`src/rsm_consts.vh`:
```
// constants for the range shift motor controller
// assumes a 10 MHz system clock and a 100 ms common tick
`ifndef RSM_CONSTS_VH
`define RSM_CONSTS_VH

`define RSM_CLK_HZ 10000000
`define RSM_TICK_MS 100
`define RSM_TICK_CYCLES ((`RSM_CLK_HZ / 1000) * `RSM_TICK_MS)

// interval lengths in milliseconds and in ticks
`define RSM_QUAL_MS 2000
`define RSM_DRIVE_MS 5000
`define RSM_PAUSE_MS 3000
`define RSM_BLINK_MS 300
`define RSM_PERSIST_MS 1000
`define RSM_SPD_WIN_MS 1000
`define RSM_QUAL_TICKS (`RSM_QUAL_MS / `RSM_TICK_MS)
`define RSM_DRIVE_TICKS (`RSM_DRIVE_MS / `RSM_TICK_MS)
`define RSM_PAUSE_TICKS (`RSM_PAUSE_MS / `RSM_TICK_MS)
`define RSM_BLINK_TICKS (`RSM_BLINK_MS / `RSM_TICK_MS)
`define RSM_PERSIST_TICKS (`RSM_PERSIST_MS / `RSM_TICK_MS)
`define RSM_SPD_WIN_TICKS (`RSM_SPD_WIN_MS / `RSM_TICK_MS)

// speed limits in pulses per minute, turned into pulses per window
`define RSM_SHIFT_PPM 2580
`define RSM_LOWRNG_PPM 5220
`define RSM_SHIFT_LIMIT ((`RSM_SHIFT_PPM * `RSM_SPD_WIN_MS) / 60000)
`define RSM_LOWRNG_LIMIT ((`RSM_LOWRNG_PPM * `RSM_SPD_WIN_MS) / 60000)

// encoder position codes, line 1 in bit 3
`define RSM_POS_LSTOP 4'hE
`define RSM_POS_LOFH 4'hA
`define RSM_POS_HIGH 4'h2
`define RSM_POS_ROFH 4'h0
`define RSM_POS_NEUT 4'h9
`define RSM_POS_ZONE2 4'h1
`define RSM_POS_LOW 4'h5
`define RSM_POS_RSTOP 4'h4

// clutch coil duty cycles in percent, pwm period of 100 steps
`define RSM_DUTY_ABS 7'h1E
`define RSM_DUTY_MAX 7'h58
`define RSM_PWM_LAST 7'h63

// attempt numbers of the default sequence
`define RSM_ATT_FIRST 2'h0
`define RSM_ATT_RETRY 2'h1
`define RSM_ATT_RET1 2'h2
`define RSM_ATT_RET2 2'h3

`endif

```
`src/rsm_controller.v`:
```
// range shift motor controller: shift sequencing, lamps, clutch duty, fault supervision
// assumes reset_n follows ignition-on and all pin inputs are asynchronous
// What this block does
// - selector toggle starts a range change
// - position mismatch after ignition starts a change
// - pre-shift check failure abandons the shift
// - neutral 2 s and speeds low before motion
// - lost criteria hold shift; selector return cancels
// - drive toward target until code or fault
// - 5 s drive without target means failure
// - selector, neutral and speed ignored while motor is energised
// - lamp blinks 0.3 s on, 0.3 s off
// - lamp steady per resting position after success
// - first failure: pause 3 s, retry once
// - second failure: pause, return, then lock
// - failed return retried; success lights fault lamp
// - second return fails: motor off, lamp, lock
// - antilock active forces 30 percent coil duty
// - low range above 175 rpm gives 88 percent
// - slip raises duty, then back to touch-off
// - memory self-test failure blocks all, lamp dark
// - calibration fault: lamp, defaults, no codes stored
// - motor/encoder fault reported after one second
// - invalid code or grounded line is encoder fault
// - confirmed invalid code mid-shift: drive high, lock
// - codes 0010 high, 1001 neutral, 0101 low
`timescale 1ns/1ps
`include "rsm_consts.vh"
module rsm_controller #(
  parameter TICK_CYCLES = `RSM_TICK_CYCLES
) (
  // clock and reset
  input wire clk_sys,
  input wire reset_n,
  // switches and sensors
  input wire range_selector_input,
  input wire neutral_in,
  input wire front_speed_pulse,
  input wire rear_speed_pulse,
  input wire [3:0] enc_line,
  input wire [3:0] enc_line_grounded,
  input wire motor_fault_in,
  input wire speed_sensor_fault,
  input wire antilock_brake_active,
  input wire wheel_slip_detected,
  // memory self-test results
  input wire rom_ram_ok,
  input wire cal_mem_ok,
  // duty requests from torque logic
  input wire [6:0] slip_duty,
  input wire [6:0] touch_off_duty,
  // motor drive pair
  output reg motor_to_low_q,
  output reg motor_to_high_q,
  // lamps
  output reg low_range_lamp_q,
  output reg fault_lamp_q,
  // clutch coil
  output reg clutch_coil_drive_q,
  output reg [6:0] clutch_duty_q,
  // status
  output reg fault_code_store_q,
  output reg use_default_cal_q,
  output reg shifts_inhibited_q
);
  localparam S_IDLE = 3'h0;
  localparam S_QUAL = 3'h1;
  localparam S_DRIVE = 3'h2;
  localparam S_PAUSE = 3'h3;
  localparam S_HOLD = 3'h4;
  localparam S_TOHIGH = 3'h5;
  localparam S_LOCK = 3'h6;
  localparam SYNC_W = 18;

  // reset release and pin synchronisers
  reg [1:0] rst_q;
  reg run_rst_n_q;
  reg [SYNC_W-1:0] meta_q;
  reg [SYNC_W-1:0] sync_q;
  wire rst_n = rst_q[1];
  wire [SYNC_W-1:0] pins = {range_selector_input, neutral_in, front_speed_pulse, rear_speed_pulse,
    enc_line, enc_line_grounded, motor_fault_in, speed_sensor_fault, antilock_brake_active,
    wheel_slip_detected, rom_ram_ok, cal_mem_ok};

  always @(posedge clk_sys or negedge reset_n) begin
    if (!reset_n) begin
      rst_q <= 2'b00;
      meta_q <= {SYNC_W{1'b0}};
      sync_q <= {SYNC_W{1'b0}};
    end else begin
      rst_q <= {rst_q[0], 1'b1};
      meta_q <= pins;
      sync_q <= meta_q;
    end
  end

  wire sel_low = sync_q[17];
  wire neutral = sync_q[16];
  wire fspd = sync_q[15];
  wire rspd = sync_q[14];
  wire [3:0] enc = sync_q[13:10];
  wire [3:0] enc_gnd = sync_q[9:6];
  wire motor_flt = sync_q[5];
  wire spd_flt = sync_q[4];
  wire abs_on = sync_q[3];
  wire slip = sync_q[2];
  wire rom_ok = sync_q[1];
  wire cal_ok = sync_q[0];

  // a failing memory test holds everything in reset and retests each cycle
  always @(posedge clk_sys or negedge rst_n) begin
    if (!rst_n)
      run_rst_n_q <= 1'b0;
    else
      run_rst_n_q <= rom_ok;
  end

  wire tick;
  wire f_lo;
  wire f_hi;
  wire r_lo;
  wire r_hi;

  rsm_tick #(.CYCLES(TICK_CYCLES)) u_tick (
    .clk_sys(clk_sys),
    .rst_n(run_rst_n_q),
    .tick_q(tick)
  );

  rsm_speed #(.WIN_TICKS(`RSM_SPD_WIN_TICKS), .LIMIT_LO(`RSM_SHIFT_LIMIT), .LIMIT_HI(`RSM_LOWRNG_LIMIT)) u_front (
    .clk_sys(clk_sys),
    .rst_n(run_rst_n_q),
    .tick(tick),
    .pulse(fspd),
    .over_lo_q(f_lo),
    .over_hi_q(f_hi)
  );

  rsm_speed #(.WIN_TICKS(`RSM_SPD_WIN_TICKS), .LIMIT_LO(`RSM_SHIFT_LIMIT), .LIMIT_HI(`RSM_LOWRNG_LIMIT)) u_rear (
    .clk_sys(clk_sys),
    .rst_n(run_rst_n_q),
    .tick(tick),
    .pulse(rspd),
    .over_lo_q(r_lo),
    .over_hi_q(r_hi)
  );

  // encoder decode
  wire pos_high = enc == `RSM_POS_HIGH;
  wire pos_low = enc == `RSM_POS_LOW;
  wire at_low_end = pos_low || enc == `RSM_POS_RSTOP;
  wire at_high_end = pos_high || enc == `RSM_POS_LSTOP || enc == `RSM_POS_LOFH;
  wire code_ok = at_low_end || at_high_end || enc == `RSM_POS_ROFH || enc == `RSM_POS_NEUT ||
    enc == `RSM_POS_ZONE2;
  wire enc_flt = !code_ok || (enc_gnd != 4'h0);
  wire mismatch = sel_low ? !at_low_end : !at_high_end;
  wire spd_over = f_lo || r_lo;

  // fault persistence and recovery
  reg [3:0] state_q;
  reg [3:0] flt_cnt_q;
  reg fault_conf_q;
  reg conf_enc_q;
  reg hard_q;
  reg cal_seen_q;
  reg cal_fault_q;
  wire motor_on = state_q == {1'b0, S_DRIVE} || state_q == {1'b0, S_TOHIGH};
  wire sup_flt = enc_flt || motor_flt;
  wire last_persist = tick && flt_cnt_q == `RSM_PERSIST_TICKS - 1;

  always @(posedge clk_sys or negedge run_rst_n_q) begin
    if (!run_rst_n_q) begin
      flt_cnt_q <= 4'h0;
      fault_conf_q <= 1'b0;
      conf_enc_q <= 1'b0;
      hard_q <= 1'b0;
      fault_code_store_q <= 1'b0;
      cal_seen_q <= 1'b0;
      cal_fault_q <= 1'b0;
    end else begin
      fault_code_store_q <= 1'b0;
      if (!cal_seen_q) begin
        cal_seen_q <= 1'b1;
        cal_fault_q <= !cal_ok;
      end
      if (sup_flt == fault_conf_q || hard_q) begin
        flt_cnt_q <= 4'h0;
      end else if (last_persist) begin
        flt_cnt_q <= 4'h0;
        fault_conf_q <= sup_flt;
        conf_enc_q <= enc_flt;
        // a motor fault confirmed while energised never recovers; one raised in S_DRIVE is confirmed in S_HOLD and clears
        hard_q <= sup_flt && motor_flt && motor_on;
        fault_code_store_q <= sup_flt && !cal_fault_q;
      end else if (tick) begin
        flt_cnt_q <= flt_cnt_q + 4'h1;
      end
    end
  end

  // shift sequencing
  reg [1:0] att_q;
  reg tgt_low_q;
  reg orig_low_q;
  reg [5:0] tmr_q;
  reg sel_prev_q;
  reg init_q;
  reg lock_lamp_q;
  reg rest_low_q;
  reg lock_q;
  wire at_tgt = tgt_low_q ? pos_low : pos_high;
  wire request = init_q ? mismatch : (sel_low != sel_prev_q);
  wire [1:0] att_next = att_q + 2'h1;

  always @(posedge clk_sys or negedge run_rst_n_q) begin
    if (!run_rst_n_q) begin
      state_q <= {1'b0, S_IDLE};
      att_q <= `RSM_ATT_FIRST;
      tgt_low_q <= 1'b0;
      orig_low_q <= 1'b0;
      tmr_q <= 6'h00;
      sel_prev_q <= 1'b0;
      init_q <= 1'b1;
      lock_lamp_q <= 1'b0;
      rest_low_q <= 1'b0;
      lock_q <= 1'b0;
    end else begin
      case (state_q[2:0])
        S_IDLE: begin
          sel_prev_q <= sel_low;
          init_q <= 1'b0;
          if (init_q) begin
            sel_prev_q <= sel_low;
            rest_low_q <= at_low_end;
          end
          if (fault_conf_q)
            lock_q <= 1'b1;
          if (request && !lock_q && !fault_conf_q && !hard_q) begin
            if (sup_flt || spd_flt) begin
              lock_q <= 1'b1;
            end else begin
              state_q <= {1'b0, S_QUAL};
              tgt_low_q <= sel_low;
              orig_low_q <= !sel_low;
              att_q <= `RSM_ATT_FIRST;
              tmr_q <= 6'h00;
            end
          end
        end
        S_QUAL: begin
          if (sel_low == orig_low_q) begin
            state_q <= {1'b0, S_IDLE};
            sel_prev_q <= sel_low;
          end else if (fault_conf_q) begin
            state_q <= {1'b0, S_IDLE};
            lock_q <= 1'b1;
          end else if (!neutral) begin
            tmr_q <= 6'h00;
          end else if (tmr_q >= `RSM_QUAL_TICKS && !spd_over) begin
            state_q <= {1'b0, S_DRIVE};
            tmr_q <= 6'h00;
          end else if (tick && tmr_q < `RSM_QUAL_TICKS) begin
            tmr_q <= tmr_q + 6'h01;
          end
        end
        S_DRIVE: begin
          // selector, neutral, speed and ignition are not looked at here
          if (at_tgt) begin
            if (att_q == `RSM_ATT_FIRST || att_q == `RSM_ATT_RETRY) begin
              state_q <= {1'b0, S_IDLE};
              rest_low_q <= tgt_low_q;
              sel_prev_q <= tgt_low_q;
            end else begin
              state_q <= {1'b0, S_LOCK};
              lock_lamp_q <= att_q == `RSM_ATT_RET2;
              rest_low_q <= tgt_low_q;
            end
          end else if (sup_flt) begin
            state_q <= {1'b0, S_HOLD};
          end else if (tick && tmr_q == `RSM_DRIVE_TICKS - 1) begin
            tmr_q <= 6'h00;
            if (att_q == `RSM_ATT_RET2) begin
              state_q <= {1'b0, S_LOCK};
              lock_lamp_q <= 1'b1;
            end else begin
              state_q <= {1'b0, S_PAUSE};
            end
          end else if (tick) begin
            tmr_q <= tmr_q + 6'h01;
          end
        end
        S_PAUSE: begin
          if (tick && tmr_q == `RSM_PAUSE_TICKS - 1) begin
            tmr_q <= 6'h00;
            att_q <= att_next;
            state_q <= {1'b0, S_DRIVE};
            if (att_next == `RSM_ATT_RET1)
              tgt_low_q <= orig_low_q;
          end else if (tick) begin
            tmr_q <= tmr_q + 6'h01;
          end
        end
        S_HOLD: begin
          // motor stays off while a fault waits for confirmation
          if (fault_conf_q) begin
            tmr_q <= 6'h00;
            state_q <= conf_enc_q ? {1'b0, S_TOHIGH} : {1'b0, S_LOCK};
          end else if (!sup_flt) begin
            state_q <= {1'b0, S_DRIVE};
          end
        end
        S_TOHIGH: begin
          if (pos_high || (tick && tmr_q == `RSM_DRIVE_TICKS - 1)) begin
            state_q <= {1'b0, S_LOCK};
            rest_low_q <= 1'b0;
          end else if (tick) begin
            tmr_q <= tmr_q + 6'h01;
          end
        end
        S_LOCK: begin
          lock_q <= 1'b1;
        end
        default: begin
          state_q <= {1'b0, S_IDLE};
        end
      endcase
    end
  end

  // outputs: lamps, motor, clutch duty
  reg [1:0] blink_cnt_q;
  reg blink_q;
  reg [6:0] pwm_q;
  wire blinking = state_q == {1'b0, S_QUAL} || state_q == {1'b0, S_DRIVE} ||
    state_q == {1'b0, S_PAUSE} || state_q == {1'b0, S_HOLD};
  wire [6:0] slip_lim = (slip_duty > `RSM_DUTY_MAX) ? `RSM_DUTY_MAX : slip_duty;

  always @(posedge clk_sys or negedge run_rst_n_q) begin
    if (!run_rst_n_q) begin
      blink_cnt_q <= 2'h0;
      blink_q <= 1'b1;
      pwm_q <= 7'h00;
      motor_to_low_q <= 1'b0;
      motor_to_high_q <= 1'b0;
      low_range_lamp_q <= 1'b0;
      fault_lamp_q <= 1'b0;
      clutch_coil_drive_q <= 1'b0;
      clutch_duty_q <= 7'h00;
      use_default_cal_q <= 1'b0;
      shifts_inhibited_q <= 1'b0;
    end else begin
      if (!blinking) begin
        blink_cnt_q <= 2'h0;
        blink_q <= 1'b1;
      end else if (tick && blink_cnt_q == `RSM_BLINK_TICKS - 1) begin
        blink_cnt_q <= 2'h0;
        blink_q <= !blink_q;
      end else if (tick) begin
        blink_cnt_q <= blink_cnt_q + 2'h1;
      end
      low_range_lamp_q <= blinking ? blink_q : rest_low_q;
      fault_lamp_q <= cal_fault_q || fault_conf_q || hard_q || lock_lamp_q;
      motor_to_low_q <= state_q == {1'b0, S_DRIVE} && tgt_low_q;
      motor_to_high_q <= (state_q == {1'b0, S_DRIVE} && !tgt_low_q) || state_q == {1'b0, S_TOHIGH};
      use_default_cal_q <= cal_fault_q;
      shifts_inhibited_q <= lock_q || fault_conf_q || hard_q;
      if (abs_on)
        clutch_duty_q <= `RSM_DUTY_ABS;
      else if (rest_low_q && (f_hi || r_hi))
        clutch_duty_q <= `RSM_DUTY_MAX;
      else if (slip)
        clutch_duty_q <= slip_lim;
      else
        clutch_duty_q <= touch_off_duty;
      pwm_q <= (pwm_q == `RSM_PWM_LAST) ? 7'h00 : pwm_q + 7'h01;
      clutch_coil_drive_q <= pwm_q < clutch_duty_q;
    end
  end
endmodule // rsm_controller

```
`src/rsm_speed.v`:
```
// propshaft speed check: pulses counted over a fixed window of ticks
// assumes the pulse input is already synchronised to clk_sys
`timescale 1ns/1ps
module rsm_speed #(
  parameter WIN_TICKS = 10,
  parameter LIMIT_LO = 43,
  parameter LIMIT_HI = 87
) (
  // clock and reset
  input wire clk_sys,
  input wire rst_n,
  input wire tick,
  // sensor pulse
  input wire pulse,
  // result of the last full window
  output reg over_lo_q,
  output reg over_hi_q
);
  reg pulse_q;
  reg [11:0] cnt_q;
  reg [7:0] win_q;
  wire rise = pulse & ~pulse_q;
  wire win_end = tick && (win_q == WIN_TICKS[7:0] - 8'h01);

  always @(posedge clk_sys or negedge rst_n) begin
    if (!rst_n) begin
      pulse_q <= 1'b0;
      cnt_q <= 12'h000;
      win_q <= 8'h00;
      over_lo_q <= 1'b0;
      over_hi_q <= 1'b0;
    end else begin
      pulse_q <= pulse;
      if (win_end) begin
        // a pulse on the closing edge is dropped; one count of error is acceptable
        win_q <= 8'h00;
        cnt_q <= 12'h000;
        over_lo_q <= cnt_q > LIMIT_LO[11:0];
        over_hi_q <= cnt_q > LIMIT_HI[11:0];
      end else begin
        if (tick)
          win_q <= win_q + 8'h01;
        if (rise && cnt_q != 12'hFFF)
          cnt_q <= cnt_q + 12'h001;
      end
    end
  end
endmodule // rsm_speed

```
`src/rsm_tick.v`:
```
// common prescaled tick for all second-scale intervals
// assumes clk_sys and a synchronous-domain active low reset
`timescale 1ns/1ps
module rsm_tick #(
  parameter CYCLES = 1000000
) (
  // clock and reset
  input wire clk_sys,
  input wire rst_n,
  // one-cycle enable
  output reg tick_q
);
  reg [23:0] cnt_q;

  always @(posedge clk_sys or negedge rst_n) begin
    if (!rst_n) begin
      cnt_q <= 24'h000000;
      tick_q <= 1'b0;
    end else if (cnt_q == CYCLES[23:0] - 24'h000001) begin
      cnt_q <= 24'h000000;
      tick_q <= 1'b1;
    end else begin
      cnt_q <= cnt_q + 24'h000001;
      tick_q <= 1'b0;
    end
  end
endmodule // rsm_tick
```
`config.mk`:
```
export PLATFORM = sky130hd
export DESIGN_NAME = rsm_controller
export DESIGN_NICKNAME = d
export VERILOG_FILES = /design/src/rsm_controller.v /design/src/rsm_speed.v /design/src/rsm_tick.v
export VERILOG_INCLUDE_DIRS = /design/src
export SDC_FILE = /design/constraint.sdc
export NUM_CORES = 1
export LEC_CHECK = 0
export BUFFER_PORTS_ARGS = -buffer_cell sky130_fd_sc_hd__buf_2
export CORE_ASPECT_RATIO = 0.7
export CORE_MARGIN = 5
export CORE_UTILIZATION = 40
export DETAILED_ROUTE_END_ITERATION = 10
export MAX_ROUTING_LAYER = met4
export PLACE_DENSITY = 0.53
export SLEW_MARGIN = 20
export SYNTH_ARGS = -nofsm -noshare
export SYNTH_HDL_FRONTEND = slang
export SYNTH_SLANG_ARGS = --single-unit
```
`constraint.sdc`:
```
create_clock -name clk_sys -period 6.5 [get_ports clk_sys]
set_input_delay 0.325 -clock clk_sys [delete_from_list [all_inputs] [get_ports clk_sys]]
set_output_delay 0.325 -clock clk_sys [all_outputs]
set_load 0.02 [all_outputs]
```
After elaboration in Yosys (flattened, before gate mapping)
Cells that the tools add are included.
{ "classes": {"n_addsub": 10, "n_reduce_logical": 82, "mux": 88, "magnitude_cmp": 8, "bitwise": 7, "eq_ne": 58} }
{ "op_table": {"columns": ["operator", "n"], "rows": [
  ["$mux W6", 14],
  ["$mux W4", 16],
  ["$mux W12", 4],
  ["$pmux W6 S6", 1],
  ["$mux W7", 5],
  ["$mux W8", 4],
  ["$ne A2 B2 Y1 const B", 16],
  ["$mux W1", 28],
  ["$pmux W4 S7", 1],
  ["$logic_or A1 B1 Y1", 25],
  ["$add A12 B1 Y12 const B", 2],
  ["$add A24 B1 Y24 const B", 1],
  ["$eq A24 B20 Y1 const B", 1],
  ["$gt A12 B6 Y1 const B", 2],
  ["$gt A12 B7 Y1 const B", 2],
  ["$mux W24", 1],
  ["$ne A12 B12 Y1 const B", 2],
  ["$logic_and A1 B1 Y1", 19],
  ["$add A8 B1 Y8 const B", 2],
  ["$eq A4 B3 Y1 const B", 4],
  ["$eq A4 B4 Y1 const B", 4],
  ["$eq A8 B4 Y1 const B", 2],
  ["$ne A4 B4 Y1 const B", 4],
  ["$mux W2", 7],
  ["43 further kinds", 86]
]} }
{ "totals": {"out_inout_bits": 15, "wordCells": 297, "ff_bits": 163, "in_bits": 34} }

Logic depth before layout (Yosys ltp)
Gate-level depths: netlist (run 1).
{ "depth": {"depth_word": 14, "mapped_depth": 11, "mapped_depth_nobuf": 10} }

Modules after synthesis
From an unflattened synthesis (run 1), not the netlist that was laid out.
{ "hier_totals": {"hier_cells": 748, "area_unflattened_um2": 7793.7} }
{ "modules_own_cells": {"columns": ["mod", "area_each_um2", "cells_each", "seq_area_each_um2", "n_inst"], "rows": [
  ["rsm_controller", 4155.2, 384, 2279.7, 1],
  ["rsm_speed", 1217.4, 124, 575.6, 2],
  ["rsm_tick", 1203.7, 116, 625.6, 1]
]} }

Least setup slack after synthesis (run 1)
Ideal clock, no wire load.
{ "synth_path": {"path_kind": "flip-flop to flip-flop", "start": "register sync_q[7]", "end": "register fault_code_store_q", "period_less_slack_ns": 2.588, "n_path_buf": 1, "path_stages_with_launch": 11, "t_required_ns": 6.412, "setup_time_ns": 0.088, "arrival_ns": 2.500, "slack_ns": 3.912, "path_cell_list": "dfrtp_1 or4_4 a2111oi_4 and2_1 buf_6 inv_4 ha_1 nor2_1 nand2_1 nor3_1 nor3b_1"} }
{ "synth_between": {"elab_chain_len": 6, "word_cells_on_any_way": 8, "cone_classes": "1 x eq/ne; 2 x mux; 5 x reduce/logical"} }
{ "synth_rtl": {"columns": ["item", "line_no", "rtl"], "rows": [
  ["from (decl)", "rsm_controller.v:79", "reg [SYNC_W-1:0] sync_q;"],
  ["from (signal assigned)", "rsm_controller.v:89", "sync_q <= {SYNC_W{1'b0}};"],
  ["from (signal assigned)", "rsm_controller.v:93", "sync_q <= meta_q;"],
  ["$reduce_bool A4 Y1 (*)", "rsm_controller.v:155", "wire enc_flt = !code_ok || (enc_gnd != 4'h0);"],
  ["$logic_or A1 B1 Y1 (*)", "rsm_controller.v:155", null],
  ["$logic_or A1 B1 Y1 (*)", "rsm_controller.v:168", "wire sup_flt = enc_flt || motor_flt;"],
  ["via sup_flt", "rsm_controller.v:168", null],
  ["$logic_and A1 B1 Y1 or $eq A1 B1 Y1 (tied branches)", "rsm_controller.v:194, rsm_controller.v:186", null],
  ["$mux W1 or $logic_or A1 B1 Y1 (tied branches)", "rsm_controller.v:188, rsm_controller.v:186", null],
  ["$mux W1 (*)", "rsm_controller.v:186", "if (sup_flt == fault_conf_q || hard_q) begin"],
  ["to (signal assigned)", "rsm_controller.v:194", "fault_code_store_q <= sup_flt && !cal_fault_q;"],
  ["to (decl)", "rsm_controller.v:62", "output reg fault_code_store_q,"]
]} }
Mark *: on every way through the listed nets, which the timed path passes. The rest lies on a longest branch.
A chain may end at the register's enable or synchronous reset.

Final worst setup path (run 1)
Same ends and word-level chain as after synthesis.

==> metrics.md, run 1 <==
| Metric | Value |
|---|---|
| Status | finished clean |
| Total number of vias | 5281 |
| Drt via density | 5.24 |
| Htree depth | 4 |
| Slew Viols, Final | 0 |
| Worst Path Buf+Inv | 1 |
| PnR worst setup slack | 3.47 ns |
| Post-CTS sizing | 0 |
| Critical path's largest stage delay | 0.55 ns |
| Commonest cells post-synth | 160 x dfrtp_1, 74 x nor2_1, 55 x nand2_1 |
| Fin. Hold Viols | 0 |
| Clock Tree Buf Depth | 2 |
| First-pass GRT wire length | 26600 µm |
| Area share of the leading cell type in the synthesized netlist | 0.538 |
| Final setup TNS | 0 ns |
| Synth Instances | 698 |
| Placed Area | 0.00793 mm² |
| Detailed Route WL | 15400 µm |
| Final setup fails | 0 |
| Max Cap Viol | 0 |
| Worst-Margin Slew | 0.879 ns |
| Post-synthesis sequential area ratio | 0.545 |
| Crit-path leading delay family | simple AND/OR/NAND/NOR gates |
| Fmax | 330 MHz |
| Die area | 0.0215 mm² |
| Worst endpoint required time | 6.83 ns |
| Flops & latches, synth | 162 |
| RSZ-0062 raised after global routing | no |
| Design area | 0.00865 mm² |
| Critical Path End Type | register |
| Busiest grt layer | met2 |
| HPWL after DPL | 10500 µm |
| Die span in x | 173 µm |
| Skew final | 0.00805 ns |
| CTS tree | done |
| Overall routing resource usage | 0.157 |
| Unique masters post-synth | 70 |
| Largest area contributor in the netlist | dfrtp_1 |
| Slowest-stage cell, CP | or4_4 |
| Largest cells by area after synthesis | dfrtp_1 54%, ha_1 4.0%, xor2_1 4.0% |
| Final Non-Filler Cells | 1007 |
| R2R cell count | 9 |
| Dpl cells | 965 |
| CTS Sinks | 162 |
| Vias in the first global route | 5279 |
| Antenna diodes | 0 |
| Routed Antenna Nets | 0 |
| Worst reg2reg setup slack | 3.47 ns |
| Post-synth ARST share | 1.00 |
| Total grt overflow | 0 |
| Core area | 0.0182 mm² |
| Final min period | 3.03 ns |
| Hold WC Path Type | register to async pin |
| Die H | 124 µm |
| Routability cong. | 0.845 |
| Met2 global-route usage | 0.228 |
| Dpl ws | 3.46 ns |
| Initial antenna violation count | 0 |
| Port buffer count | 48 |
| Proportion of layout cells with a drive suffix above 1 | 0.126 |
| Critical Path AT | 3.36 ns |
| Reg-to-Reg End | fault_code_store_q$_DFF_PN0_ |
| Initial Util | 0.410 |
| Synthesized area | 0.00744 mm² |
| Clk Tree Root Cell | clkbuf_16 |
| GRT met1 Usage | 0.220 |
| # DRC | 0 |
| Largest net degree at the start of global routing | 48 |
| Fin crit share | 0.467 |
| Post-synth EDFFs | 0 |
| WS Path Type | register to register |
| Number of DRC violations after detailed-routing iteration 0 | 264 |
| Reg clk slew, reported paths | 0.06 ns |
| Max FO, Critical Path | 7 |
| VDD IR-drop max | 0.166 mV |
| Leak | 3.93 nW |
| Final Core Density | 0.477 |
| Worst skew pair latency | 0.42 ns |
| TritonRoute pass-1 iters | 4 |
| NumNets Final | 818 |
| Mean routed wirelength per cell | 15.3 µm |
| YS warnings | 0 |
| TritonCTS buffer count | 17 |
| Slew headroom | 0.414 |
| Most used DFF post-synth | dfrtp_1 |
| Total Power | 2.31 mW |
| IO Pins | 49 |
| CP startpoint | sync_q[7]$_DFF_PN0_ |
| Worst setup SP type | register |
| Critical path cell sequence | or4_4 -> a2111oi_4 -> and2_1 -> inv_4 -> ha_1 -> nor2_1 -> nand2_1 -> nor3_1 -> nor3b_1 |
| Layout area overhead | 16.3% |
| PD cells | 267 mW/mm² |
| Reg2reg start | sync_q[7]$_DFF_PN0_ |
| Post-CTS Setup Inserts | 0 |
| M3 GR Usage | 0.0361 |
| Row cnt | 41 |
| Most common cell in the netlist | dfrtp_1 |
| WHS | 0.00222 ns |
| Avg Cell Area, Syn | 10.7 µm² |
-- where the power goes --
part | internal (mW) | switching (mW)
Combinational | 0.0690 | 0.0751
Clock | 0.648 | 0.398
Sequential | 1.06 | 0.0578
Total | 1.78 | 0.531
-- kinds of logic (layout without fill, tap and decap cells) --
logic type | Yosys count | after routing | share of synthesized area
xor+xnor | 61 | 61 | 0.0718
compound gates | 110 | 110 | 0.100
mux | 11 | 11 | 0.0156
flops | 162 | 162 | 0.545
other cells | 1 | 2 | 0.000504
simple gates | 282 | 282 | 0.201
buf+inv | 47 | 119 | 0.0252
fa+ha+maj | 24 | 24 | 0.0403
-- state kept, by name (all words and copies together), names as in the netlist, 2 cells and up --
| register | count |
|---|---|
| pwm_q | 7 |
| u_front.win_q | 8 |
| tmr_q | 6 |
| blink_cnt_q | 2 |
| flt_cnt_q | 4 |
| u_rear.win_q | 8 |
| clutch_duty_q | 7 |
| rst_q | 2 |
| state_q | 3 |
| u_tick.cnt_q | 24 |
| u_front.cnt_q | 12 |
| att_q | 2 |
| meta_q | 18 |
| sync_q | 18 |
| u_rear.cnt_q | 12 |
-- cell type report --
cell class                 instances  area, µm²
clock buffer                      20        447
clock inverter                    10        160
fill                            1697       9510
inverter                          24       92.6
multi-input combinational        490       3200
sequential                       162       4060
tap                              236        295
timing repair buffer              65        398
-- how the worst max path moves through the flow --
| stage | end | slack (ns) | cells past startpoint |
|---|---|---|---|
| 6_report | fault_code_store_q$_DFF_PN0_ | 3.47 | 9 |
| 5_1_grt | fault_code_store_q$_DFF_PN0_ | 3.19 | 9 |
| 4_1_cts | fault_code_store_q$_DFF_PN0_ | 3.47 | 9 |
| 3_5_place_dp | fault_code_store_q$_DFF_PN0_ | 3.46 | 9 |
| 3_3_place_gp | fault_code_store_q$_DFF_PN0_ | 3.60 | 9 |
| 2_1_floorplan | att_q[0]$_DFFE_PN0P_ | 2.76 | 0 |
-- worst reg2reg max path: stages, from the launching register on --
cell,delay [ns]
dfrtp_1,0.36
or4_4,0.55
a2111oi_4,0.25
and2_1,0.36
inv_4,0.08
ha_1,0.32
nor2_1,0.16
nand2_1,0.07
nor3_1,0.54
nor3b_1,0.25
-- routing by layer --
metal  up-vias  wire length [µm]
met3        10               578
li1       2574                 -
met2        87              6730
met5         -                 0
met1      2610              7930
met4         0               172
-- placed cells by master (no fill, tap or decap), drive strengths merged, types with 4 or more instances in the layout --
cell type	Yosys	layout
nand3	24	24
nand2	55	55
inv	23	23
a31oi	15	15
nor2	74	74
a21o	9	9
and2	7	7
and4	9	9
xor2	34	34
xnor2	27	27
clkinvlp	0	4
nand2b	12	12
nand4b	5	5
nor3	14	14
clkbuf	19	20
buf	4	53
a21oi	22	22
o21a	5	5
ha	24	24
mux2i	9	9
o22ai	6	6
o21ai	24	24
dfrtp	160	160
dlygate4sd3	0	12
and3	14	14
nand4	22	22
a211oi	4	4
nor3b	6	6
nor2b	16	16
or4	7	7
bufinv	0	4
-- repair_timing --
action	CTS	global route
endpoints found under the setup margin	0	0
endpoints found under the hold margin	11	1
hold buffers	11	1
Power figures use the tool's default switching activity.
==> run 2: changes to the inputs <==
--- a/config.mk
+++ b/config.mk
@@ -12,7 +12,7 @@
 export CORE_UTILIZATION = 40
 export DETAILED_ROUTE_END_ITERATION = 10
 export MAX_ROUTING_LAYER = met4
-export PLACE_DENSITY = 0.53
+export PLACE_DENSITY = 0.55
 export SLEW_MARGIN = 20
 export SYNTH_ARGS = -nofsm -noshare
 export SYNTH_HDL_FRONTEND = slang
==> constraint.sdc (replaced) <==
create_clock -name clk_sys -period 2.67 [get_ports clk_sys]
set_input_delay 0.1335 -clock clk_sys [delete_from_list [all_inputs] [get_ports clk_sys]]
set_output_delay 0.1335 -clock clk_sys [all_outputs]
set_load 0.02 [all_outputs]
==> run 2 against run 1 <==
Net effect: design area rose by 3.1%; sequential share of layout area is 1.4 points lower; sequential power is 140% higher; critical path depth grew 1; die area is the same; largest power group unchanged.
==> metrics.md, run 2 (synthesized netlist as in run 1, its figures left out) <==
| Metric | Value |
|---|---|
| Status | finished clean |
| Proportion of layout cells with a drive suffix above 1 | 0.145 (+0.0196) |
| Critical Path AT | 2.85 ns (-0.51 ns) |
| Slew headroom | 0.421 (+0.00686) |
| Vias in the first global route | 5405 (+2.4%) |
| Net Sw Frac | 0.230 (about the same) |
| Die H | 124 µm (unchanged) |
| NumNets Final | 843 (+3.1%) |
| PD cells | 632 mW/mm² (+140%) |
| Die span in x | 173 µm (unchanged) |
| Final Non-Filler Cells | 1034 (+2.7%) |
| Max FO, Critical Path | 6 (-1) |
| Detailed Route WL | 15800 µm (+2.4%) |
| VDD IR-drop max | 0.413 mV (+150%) |
| RSZ-0062 raised after global routing | no |
| Leak | 4.08 nW (+3.8%) |
| Htree depth | 4 (unchanged) |
| HPWL after DPL | 11100 µm (+5.4%) |
| Worst skew pair latency | 0.42 ns (about the same) |
| Worst setup SP type | register |
| Total number of vias | 5374 (+1.8%) |
| Antenna diodes | 0 (unchanged) |
| Port buffer count | 48 (unchanged) |
| CTS tree | done |
| Hold WC Path Type | register to async pin |
| Logic pwr share | 0.067 (+0.005) |
| Skew final | 0.00891 ns (+0.000857 ns) |
| R2R cell count | 10 (+1) |
| Core area | 0.0182 mm² (unchanged) |
| Final setup TNS | 0 ns (unchanged) |
| Slew Viols, Final | 0 (unchanged) |
| Max Cap Viol | 0 (unchanged) |
| Total grt overflow | 0 (unchanged) |
| Routability cong. | 0.885 (+4.6%) |
| Levels on crit path | 10 (+1) |
| Worst-Margin Slew | 0.869 ns (-0.0103 ns) |
| Initial antenna violation count | 0 (unchanged) |
| Register share of total power | 0.484 (about the same) |
| Clk Tree Root Cell | clkbuf_16 |
| Worst Path Buf+Inv | 2 (+1) |
| Final min period | 2.52 ns (-0.513 ns) |
| Clk pwr share | 0.450 (-0.003) |
| Reg area | 0.00406 mm² (unchanged) |
| Largest net degree at the start of global routing | 44 (-8.3%) |
| First-pass GRT wire length | 27400 µm (+3.0%) |
| Fmax | 397 MHz (+20%) |
| Post-CTS Setup Inserts | 0 (unchanged) |
| Critical path's largest stage delay | 0.55 ns (about the same) |
| Overall routing resource usage | 0.163 (+0.00556) |
| Psw | 1.30 mW (+140%) |
| # DRC | 0 (unchanged) |
| TritonRoute pass-1 iters | 5 (+1) |
| Regs by FF count | u_tick.cnt_q x24, meta_q x18, sync_q x18 |
| CTS Sinks | 162 (unchanged) |
| Most common cell after layout, fill and taps aside | dfrtp_1 |
| Mean routed wirelength per cell | 15.3 µm (-0.31%) |
| Slowest-stage cell, CP | or4_4 |
| FILL cells | 1646 (-3.0%) |
| Final setup fails | 0 (unchanged) |
| Most frequent cells in the layout | 159 x dfrtp_1, 73 x nor2_1, 55 x nand2_1 |
| Layout area overhead | 19.9% |
| Drt via density | 5.20 (-0.90%) |
| Clock Tree Buf Depth | 2 (unchanged) |
| Fin. Hold Viols | 0 (unchanged) |
| Die area | 0.0215 mm² (unchanged) |
| Fin crit share | 0.944 (+0.477) |
| Reg clk slew, reported paths | 0.06 ns (about the same) |
| TritonCTS buffer count | 17 (unchanged) |
| Dpl cells | 978 (+1.3%) |
| Row cnt | 41 (unchanged) |
| IO Pins | 49 (unchanged) |
| Worst endpoint required time | 3.00 ns (-3.83 ns) |
| WS Path Type | register to register |
| Int Power | 4.34 mW (+140%) |
| Initial Util | 0.410 (unchanged) |
| Multi-input gate area | 0.00322 mm² (+0.47%) |
| Routed Antenna Nets | 0 (unchanged) |
| Critical Path End Type | register |
| Crit-path leading delay family | simple AND/OR/NAND/NOR gates |
| Reg with most FFs | u_tick.cnt_q |
| Critical path cell sequence | or4_4 -> a2111oi_4 -> and2_4 -> inv_4 -> ha_1 -> nor2_2 -> nand2_1 -> nor3_2 -> buf_4 -> nor3b_1 |
| Number of DRC violations after detailed-routing iteration 0 | 325 (+23%) |
| Max reg flops | 24 (unchanged) |
==> run 2: cell types whose count changed in the layout (fill, tap and decap cells not counted), sizes merged <==
cell / before / now
clkinvlp: 4 / 0
dlygate4sd3: 12 / 24
bufinv: 4 / 3
clkinv: 3 / 7
buf: 53 / 66
clkbuf: 20 / 23
==> run 2: path summary, 6_finish.rpt <==
path / start / to / slack, ns
max: sync_q[7]$_DFF_PN0_ / fault_code_store_q$_DFF_PN0_ / 0.15
max in group asynchronous: run_rst_n_q$_DFF_PN0_ / pwm_q[5]$_DFF_PN0_ / 1.58
min: rst_q[1]$_DFF_PN0_ / run_rst_n_q$_DFF_PN0_ / 0.003
min in group clk_sys: touch_off_duty[5] / clutch_duty_q[5]$_DFF_PN0_ / 0.02
max reg2reg: sync_q[7]$_DFF_PN0_ / fault_code_store_q$_DFF_PN0_ / 0.15
min reg2reg: rst_q[1]$_DFF_PN0_ / run_rst_n_q$_DFF_PN0_ / 0.003
==> run 2: power groups by stage <==
| stage | combinational, mW | clock, mW | sequential (mW) |
|---|---|---|---|
| 3_3_place_gp | 0.339 | 0 | 2.76 |
| 3_5_place_dp | 0.352 | 0 | 2.77 |
| 6_report | 0.376 | 2.53 | 2.73 |
| 4_1_cts | 0.383 | 2.59 | 2.73 |
| 2_1_floorplan | 0.218 | 0 | 2.75 |
| 5_1_grt | 0.440 | 2.70 | 2.75 |
==> run 2: final cells by class <==
cell class,instances,area share
clock buffers,23,0.0547
clock inverters,9,0.0143
repair buffers,90,0.0718
multi-input cells,490,0.361
well taps,236,0.0331
inverters,24,0.0104
flip-flops and latches,162,0.455
==> run 2: per-stage QoR <==
| step | utilization | worst slack [ns] | hold slack (ns) | total power [mW] | cell area [µm²] |
|---|---|---|---|---|---|
| final | 0.491 | 0.151 | 0.00275 | 5.64 | 8920 |
| after global routing | 0.491 | 0.0101 | 0.0222 | 5.89 | 8920 |
| after CTS | 0.490 | 0.0484 | 0.00548 | 5.70 | 8910 |
| after detailed placement | 0.443 | 0.102 | 0.000238 | 3.12 | 8050 |
| after global placement | 0.443 | 0.121 | -0.00413 | 3.10 | 8050 |
| after floorplan | - | 0.0819 | -0.162 | 2.97 | 7450 |
==> run 2: timing repair <==
action                                  CTS  global route
endpoints found under the setup margin    0             6
hold buffers                             24             0
endpoints found under the hold margin    59             0
gates resized for setup                   0             4
==> run 2: per-layer routing <==
layer  part of all wire  vias to the layer above  GRT usage
li1                   -                     2632          -
met1               0.51                     2626      0.228
met2               0.44                      100      0.234
met3              0.042                       16     0.0440
met4              0.011                        0     0.0453
met5                  0                        -          -
